<file path="config.mk">
export PLATFORM = sky130hd
export DESIGN_NAME = pmo_overflow_irq
export DESIGN_NICKNAME = d
export VERILOG_FILES = /design/src/pmo_pkg.sv /design/src/pmo_overflow_irq.sv
export SDC_FILE = /design/constraint.sdc
export NUM_CORES = 1
export LEC_CHECK = 0
export BUFFER_PORTS_ARGS = -buffer_cell sky130_fd_sc_hd__buf_2
export CORE_MARGIN = 1.5
export CORE_UTILIZATION = 59
export CTS_CLUSTER_DIAMETER = 60
export CTS_CLUSTER_SIZE = 8
export DETAILED_ROUTE_END_ITERATION = 6
export PLACE_DENSITY = 0.83
export SYNTH_ARGS = -nofsm -noshare
export SYNTH_HDL_FRONTEND = slang
export SYNTH_SLANG_ARGS = --single-unit
</file>
<file path="constraint.sdc">
create_clock -name clk -period 3.45 [get_ports clk]
set_clock_uncertainty 0.2 [all_clocks]
set_input_delay 0.5175 -clock clk [delete_from_list [all_inputs] [get_ports clk]]
set_output_delay 0.5175 -clock clk [all_outputs]
set_load 0.05 [all_outputs]
</file>
<file path="src/pmo_pkg.sv">
// Constants and register map of the counter overflow interrupt block
// What this block does
// [RULE1] Writing 1 to an enable set bit enables that counter's interrupt.
// [RULE2] Reading the enable set view returns 1 per enabled counter.
// [RULE3] Writing 0 to any bit of any set or clear view changes nothing.
// [RULE4] Bank x holds counters x*32 to x*32+31; bits at or above m read 0.
// [RULE5] Writing 1 to an overflow clear bit clears that flag; reads show it.
// [RULE6] Writing 1 to an overflow set bit sets that flag; reads show it.
// [RULE7] Clearing an overflow flag withdraws its interrupt request.
// [RULE8] Each enable and overflow view is a 32-bit read-write register.
// [RULE9] Eight peripheral and four component identity registers, read-only.
// [RULE10] The monitor part number differs from the debug block part number.
// [RULE11] The overflow interrupt request is a top-level output.
// [RULE12] Writing 1 to an enable clear bit disables that counter's interrupt.
// [RULE13] The request is high while any counter is flagged and enabled.
// [RULE14] Overflow set and clear views share one flag per counter.
package pmo_pkg;

   // Bus and bank geometry
   localparam int ADDR_W   = 12;
   localparam int DATA_W   = 32;
   localparam int BANK_W   = 32;
   localparam int NUM_CNT  = 40;
   localparam int NUM_BANK = (NUM_CNT + BANK_W - 1) / BANK_W;
   localparam int PAD_W    = NUM_BANK * BANK_W;

   // Register offsets; banks step by one word
   localparam logic [ADDR_W-1:0] OFS_EN_SET  = 12'h000;
   localparam logic [ADDR_W-1:0] OFS_EN_CLR  = 12'h020;
   localparam logic [ADDR_W-1:0] OFS_OVS_CLR = 12'h040;
   localparam logic [ADDR_W-1:0] OFS_OVS_SET = 12'h060;
   localparam logic [ADDR_W-1:0] OFS_PID     = 12'hfd0;
   localparam logic [ADDR_W-1:0] OFS_CID     = 12'hff0;
   localparam int                WORD_STEP   = 4;
   localparam int                NUM_PID     = 8;
   localparam int                NUM_CID     = 4;

   // Reset values of the state bits
   localparam logic [NUM_CNT-1:0] EN_RST  = '0;
   localparam logic [NUM_CNT-1:0] OVS_RST = '0;

   // Part numbers; values are arbitrary
   localparam logic [11:0] MON_PART_NUM   = 12'h3c1;
   localparam logic [11:0] DEBUG_PART_NUM = 12'h3c2;

   // Identity bytes; values other than the part number are arbitrary
   localparam logic [7:0] PID_VAL [NUM_PID] = '{
      MON_PART_NUM[7:0], {4'h1, MON_PART_NUM[11:8]}, 8'h0b, 8'h00,
      8'h04, 8'h00, 8'h00, 8'h00};
   localparam logic [7:0] CID_VAL [NUM_CID] = '{
      8'h0d, 8'h90, 8'h05, 8'hb1};

endpackage

</file>
<file path="src/pmo_overflow_irq.sv">
// Overflow flags, interrupt enables and identity registers of the monitor
`timescale 1ns/1ps

module pmo_overflow_irq (
   // Clock and reset
   input  wire logic                         clk,
   input  wire logic                         resetn,
   // Register port
   input  wire logic [pmo_pkg::ADDR_W-1:0]   reg_addr,
   input  wire logic [pmo_pkg::DATA_W-1:0]   reg_wdata,
   input  wire logic                         reg_write,
   input  wire logic                         reg_read,
   output logic      [pmo_pkg::DATA_W-1:0]   reg_rdata,
   // Overflow pulses from the counters
   input  wire logic [pmo_pkg::NUM_CNT-1:0]  counter_overflow,
   // Interrupt request to the system
   output logic                              overflow_irq
);
   import pmo_pkg::*;

   localparam int HI_W = NUM_CNT - BANK_W;

   logic [NUM_CNT-1:0] irq_enable_reg;
   logic [NUM_CNT-1:0] irq_enable_next;
   logic [NUM_CNT-1:0] ovf_flag_reg;
   logic [NUM_CNT-1:0] ovf_flag_next;
   logic [DATA_W-1:0]  rdata_reg;
   logic [DATA_W-1:0]  rdata_next;
   logic [NUM_CNT-1:0] en_set_w;
   logic [NUM_CNT-1:0] en_clr_w;
   logic [NUM_CNT-1:0] ovs_set_w;
   logic [NUM_CNT-1:0] ovs_clr_w;
   logic [PAD_W-1:0]   en_pad;
   logic [PAD_W-1:0]   ovf_pad;

   // Per-counter write decode; only ones act, unimplemented bits dropped
   for (genvar i = 0; i < NUM_CNT; i++) begin : g_bit
      localparam int B = i / BANK_W;
      localparam int J = i % BANK_W;
      localparam logic [ADDR_W-1:0] STEP = ADDR_W'(B * WORD_STEP);
      assign en_set_w[i]  = reg_write && reg_wdata[J] &&
                            reg_addr == OFS_EN_SET + STEP; // RULE1 RULE3 RULE4
      assign en_clr_w[i]  = reg_write && reg_wdata[J] &&
                            reg_addr == OFS_EN_CLR + STEP; // RULE12 RULE3
      assign ovs_set_w[i] = reg_write && reg_wdata[J] &&
                            reg_addr == OFS_OVS_SET + STEP; // RULE6 RULE3
      assign ovs_clr_w[i] = reg_write && reg_wdata[J] &&
                            reg_addr == OFS_OVS_CLR + STEP; // RULE5 RULE3
   end

   // Next enable and flag state; a counter event beats a clear
   always_comb begin
      irq_enable_next = (irq_enable_reg | en_set_w) & ~en_clr_w; // RULE1 RULE12
      ovf_flag_next   = (ovf_flag_reg & ~ovs_clr_w)
                        | ovs_set_w | counter_overflow; // RULE5 RULE6 RULE14
   end

   // Banks padded with zeros above the implemented count
   assign en_pad  = PAD_W'(irq_enable_reg); // RULE4
   assign ovf_pad = PAD_W'(ovf_flag_reg); // RULE4

   // Read mux; unmapped addresses read zero
   always_comb begin
      rdata_next = '0;
      if (reg_read) begin
         for (int b = 0; b < NUM_BANK; b++) begin
            if (reg_addr == OFS_EN_SET + ADDR_W'(b * WORD_STEP) ||
                reg_addr == OFS_EN_CLR + ADDR_W'(b * WORD_STEP)) begin
               rdata_next = en_pad[b*BANK_W +: BANK_W]; // RULE2 RULE8
            end
            if (reg_addr == OFS_OVS_SET + ADDR_W'(b * WORD_STEP) ||
                reg_addr == OFS_OVS_CLR + ADDR_W'(b * WORD_STEP)) begin
               rdata_next = ovf_pad[b*BANK_W +: BANK_W]; // RULE14 RULE8
            end
         end
         for (int k = 0; k < NUM_PID; k++) begin
            if (reg_addr == OFS_PID + ADDR_W'(k * WORD_STEP)) begin
               rdata_next = DATA_W'(PID_VAL[k]); // RULE9 RULE10
            end
         end
         for (int k = 0; k < NUM_CID; k++) begin
            if (reg_addr == OFS_CID + ADDR_W'(k * WORD_STEP)) begin
               rdata_next = DATA_W'(CID_VAL[k]); // RULE9
            end
         end
      end
   end

   // State registers
   always_ff @(posedge clk or negedge resetn) begin
      if (!resetn) begin
         irq_enable_reg <= EN_RST;
         ovf_flag_reg   <= OVS_RST;
         rdata_reg      <= '0;
      end else begin
         irq_enable_reg <= irq_enable_next;
         ovf_flag_reg   <= ovf_flag_next;
         rdata_reg      <= rdata_next;
      end
   end

   assign reg_rdata = rdata_reg;

   // Level request from any flagged and enabled counter
   assign overflow_irq = |(ovf_flag_reg & irq_enable_reg); // RULE11 RULE13 RULE7
endmodule

</file>
# Word-level counts from Yosys, hierarchy flattened
# Index checks and enable logic that the tools add are counted.
# classes
n_eq_ne	19
muxes	17
n_reduce_logical	198
bitwise	8
# op_table
op	count
32-bit 2-to-1 mux	17
1-bit logical AND	192
12-bit equality test (second input constant)	12
40-bit AND	3
40-bit bitwise OR	3
40-bit NOT	2
12-bit by 7-bit equality test with 1-bit output (second input constant)	4
40-bit OR reduction	1
12-bit by 6-bit equality test with 1-bit output (second input constant)	2
12-bit by 3-bit equality test with 1-bit output (second input constant)	1
12-bit zero test	1
1-bit logical OR	4
# word_totals
reg_bits	112
word_cells	245
out_inout_bits	33
inputBits	88

# Longest topological paths before layout
# logic_depth
depth_word	19
mapped_depth	7
ltp_nobuf	4

# Worst setup path after synthesis
# OpenSTA, ideal clock, no wires.
# synth_timing
kind	input -> register
from	in reg_addr[3] (netlist bit)
to	reg ovf_flag_reg[24]
path_slack_ns	0.950
required_time_ns	3.101
path_stages	7
setup_time_ns	0.149
n_path_buf	3
t_arrival_ns	2.151
path_cell_list	buf_2 > or3_1 > or4_1 > buf_2 > clkbuf_1 > o21ai_0 > o311ai_0
# synth_between
elab_chain_cells	6
elab_cells_between_ends	8
classes_between	eq/ne (2); bitwise (4); reduce/logical (2)
# synth_lines
element	line	text
from (decl)	pmo_overflow_irq.sv:9	input wire logic [pmo_pkg::ADDR_W-1:0] reg_addr,
12-bit by 7-bit equality test with 1-bit output	pmo_overflow_irq.sv:48	reg_addr == OFS_OVS_CLR + STEP;
1-bit logical AND	pmo_overflow_irq.sv:47	assign ovs_clr_w[i] = reg_write && reg_wdata[J] &&
40-bit NOT	pmo_overflow_irq.sv:54	ovf_flag_next = (ovf_flag_reg & ~ovs_clr_w)
40-bit AND	pmo_overflow_irq.sv:54	
40-bit bitwise OR (*) (2 in a row)	pmo_overflow_irq.sv:55	| ovs_set_w | counter_overflow;
net ovf_flag_next[24]	pmo_overflow_irq.sv:26	logic [NUM_CNT-1:0] ovf_flag_next;
to (signal assigned)	pmo_overflow_irq.sv:97	ovf_flag_reg <= ovf_flag_next;
to (decl)	pmo_overflow_irq.sv:25	logic [NUM_CNT-1:0] ovf_flag_reg;
# Mark *: on every way through the listed nets, which the timed path passes. The rest lies on a longest branch.

# Final worst setup path
# layout_timing
from	reg ovf_flag_reg[10]
to	out overflow_irq
# layout_between
elab_chain_cells	2
# layout_lines
element	line	text
40-bit AND	pmo_overflow_irq.sv:105	assign overflow_irq = |(ovf_flag_reg & irq_enable_reg);
40-bit OR reduction	pmo_overflow_irq.sv:105	
to (decl)	pmo_overflow_irq.sv:17	output logic overflow_irq
# Every way passes these cells.

==> impl_metrics.env <==
export IMPL_synth_top_area_cell="dfrtp_1"
export IMPL_firstDrtPassIters=5
export IMPL_yosys_warnings=0
export IMPL_syn_cell_area_um2=5510
export IMPL_cts_hold_buf=0
export IMPL_cts_buffers_inserted=9
export IMPL_worst_pin_slew_ns=0.928
export IMPL_ioPinCount=121
export IMPL_finalWeightedCongestion=0.874
export IMPL_grt_pass1_vias=4696
export IMPL_crit_type="reg2out"
export IMPL_cts_buffer_depth=2
export IMPL_dr_first_iter_drc_count=468
export IMPL_rsz0062_at_grt="false"
export IMPL_n_antenna_cell=0
export IMPL_port_buffers=120
export IMPL_pre_cts_ws_ns=0.496
export IMPL_synth_area_per_cell_um2=10.4
export IMPL_clock_sinks=112
export IMPL_synthTopCellsByArea="dfrtp_1, o31ai_1, o311ai_0"
export IMPL_synth_ff_type="dfrtp_1"
export IMPL_placed_cells=723
export IMPL_drc=0
export IMPL_nets=711
export IMPL_setup_slack_ns=0.668
export IMPL_ys_ff_latch=112
export IMPL_hp_class="in2async"
export IMPL_cap_violations=0
export IMPL_synth_nets=616
export IMPL_async_flop_share_pct=100
export IMPL_start_util_pct=60.2
export IMPL_core_um2=9150
export IMPL_vias=4861
export IMPL_wl_per_cell_um=20.0
export IMPL_utilization_pct=69.1
export IMPL_syn_to_final_growth_pct=14.7
export IMPL_synth_cells=528
export IMPL_drive_gt1_share_pct=25.5
export IMPL_dieArea_um2=9940
export IMPL_ant_nets=0
export IMPL_ctsResizeCount=0
export IMPL_min_period_over_period_pct=80.6
export IMPL_cts_tree="built"
export IMPL_end_kind="output port"
export IMPL_synth_most_common_cell="dfrtp_1"
export IMPL_grt_pass1_wl_um=24200
export IMPL_clk_latency_ns=0.38
export IMPL_yosysSeqAreaShare_pct=50.8
export IMPL_fin_crit_ns=2.78
export IMPL_yosysTopAreaCellShare_pct=50.8
export IMPL_whs_ns=-0.0194
export IMPL_synthTopCellsByCount="dfrtp_1, o31ai_1, nand2_1"
export IMPL_grt_max_degree=65
export IMPL_vias_per_cell=6.58
export IMPL_hold_violations=11
export IMPL_worstSetupStartpointType="flip-flop"
export IMPL_grt_antenna_before_repair=0
export IMPL_synthDistinctLibCells=41
export IMPL_die_y_um=99.7
export IMPL_max_freq_mhz=359
export IMPL_fin_total_pwr_mw=2.36
export IMPL_final_cells=739
export IMPL_crit_path_max_fanout=3
export IMPL_worst_endpoint_required_ns=2.73
export IMPL_fp_row_count=35
export IMPL_crit_arrival_ns=2.06
export IMPL_dp_hpwl_um=10100
export IMPL_setup_tns_ns=0
export IMPL_report_final_slew_viol_count=0
export IMPL_post_cts_setup_buffers=0
export IMPL_die_w_um=99.7
export IMPL_failed_checks="hold timing"
export IMPL_ir_drop_mv=0.214
export IMPL_gr_total_overflow=0
export IMPL_status="finished with violations"
export IMPL_setup_viol=0
export IMPL_p_per_area_nw_per_um2=374
export IMPL_wl_um=14800
export IMPL_clkTransAtPathRegs_ns=0.11
export IMPL_htree_levels=3
export IMPL_grt_usage_pct=31.2
export IMPL_synth_edf_count=0
export IMPL_cts_root_buf="clkbuf_8"
export IMPL_leakagePower_nw=2.82
export IMPL_timing_slew_headroom_pct=37.5
[metal layers]
metal	part of all wire (%)	GRT usage [%]	vias to the layer above	routed length, um
met2	46	46.8	283	6820
met3	8.6	6.47	46	1280
met1	42	44.9	2338	6210
met4	3.3	11.8	0	483
li1	-	-	2194	-
met5	0	0	-	0
[per-stage QoR]
step                      instance area [um2]  hold WS, ns
final                                    6330      -0.0194
after CTS                                6330       0.0175
after global placement                   6120        0.305
after floorplan                          5510       0.0219
after detailed placement                 6120        0.311
after global routing                     6330       0.0442
[critical path: stages, from the launching register on]
cell     delay [ns]
dfrtp_1        0.42
a22oi_1        0.30
nand4_1        0.15
nor4_1         0.33
nand4_1        0.22
buf_2          0.27
[final timing paths]
check / from / endpoint / slack (ns) / cells past startpoint
worst min-delay path: resetn / irq_enable_reg[16]$_DFF_PN0_ / -0.02 / 1
worst min register to register: irq_enable_reg[23]$_DFF_PN0_ / irq_enable_reg[23]$_DFF_PN0_ / 0.34 / 2
min in group clk: counter_overflow[38] / ovf_flag_reg[38]$_DFF_PN0_ / 0.13 / 2
max in group asynchronous: resetn / reg_rdata[5]$_DFF_PN0_ / 2.14 / 2
worst max register to register: ovf_flag_reg[36]$_DFF_PN0_ / reg_rdata[4]$_DFF_PN0_ / 1.86 / 3
worst max-delay path: ovf_flag_reg[10]$_DFF_PN0_ / overflow_irq / 0.67 / 5
[cell families (layout without fill, tap and decap cells)]
group / count (synthesis) / after routing / share of synthesized area (%)
AO/OA/AOI/OAI: 186 / 186 / 24.7
XOR/XNOR: 2 / 2 / 0.318
buffers and inverters: 80 / 180 / 6.29
flip-flops: 112 / 112 / 50.8
multiplexers: 33 / 33 / 7.60
AND/OR/NAND/NOR: 115 / 115 / 10.3
[layout make-up]
| class | instances | area (um2) |
|---|---|---|
| Timing Repair Buffer | 130 | 691 |
| Sequential cell | 112 | 2800 |
| Fill cell | 689 | 2830 |
| Tap cell | 111 | 139 |
| Clock inverter | 7 | 78.8 |
| Clock buffer | 9 | 124 |
| Multi-Input combinational cell | 336 | 2360 |
| Inverter | 34 | 128 |
[cells in the final DEF, fill, tap and decap left out, types with 2 or more instances in the layout]
cell        Yosys  final
a211oi_1        2      2
o311ai_0       31     31
inv_1          33     33
a21boi_0        3      3
nor2b_1         4      4
nand3_1         3      3
nand4_1         7      7
clkbuf_8        0      9
inv_6           0      2
o31ai_1        80     80
or2_2           3      3
o31a_1          8      8
buf_2           7    119
buf_4           0     10
or3_1          11     11
mux4_2          7      7
a22oi_1        21     21
nand2b_1        3      3
mux2i_1        25     25
a21oi_1         2      2
clkinvlp_4      0      2
nor4_1         12     12
nand2_1        38     38
nor2_1         28     28
dfrtp_1       112    112
o21ai_0        33     33
[power breakdown]
group	internal, mW	switching, mW
Clock	0.345	0.468
Sequential	1.31	0.00203
Combinational	0.0794	0.155
(Power assumes the default switching activity.)
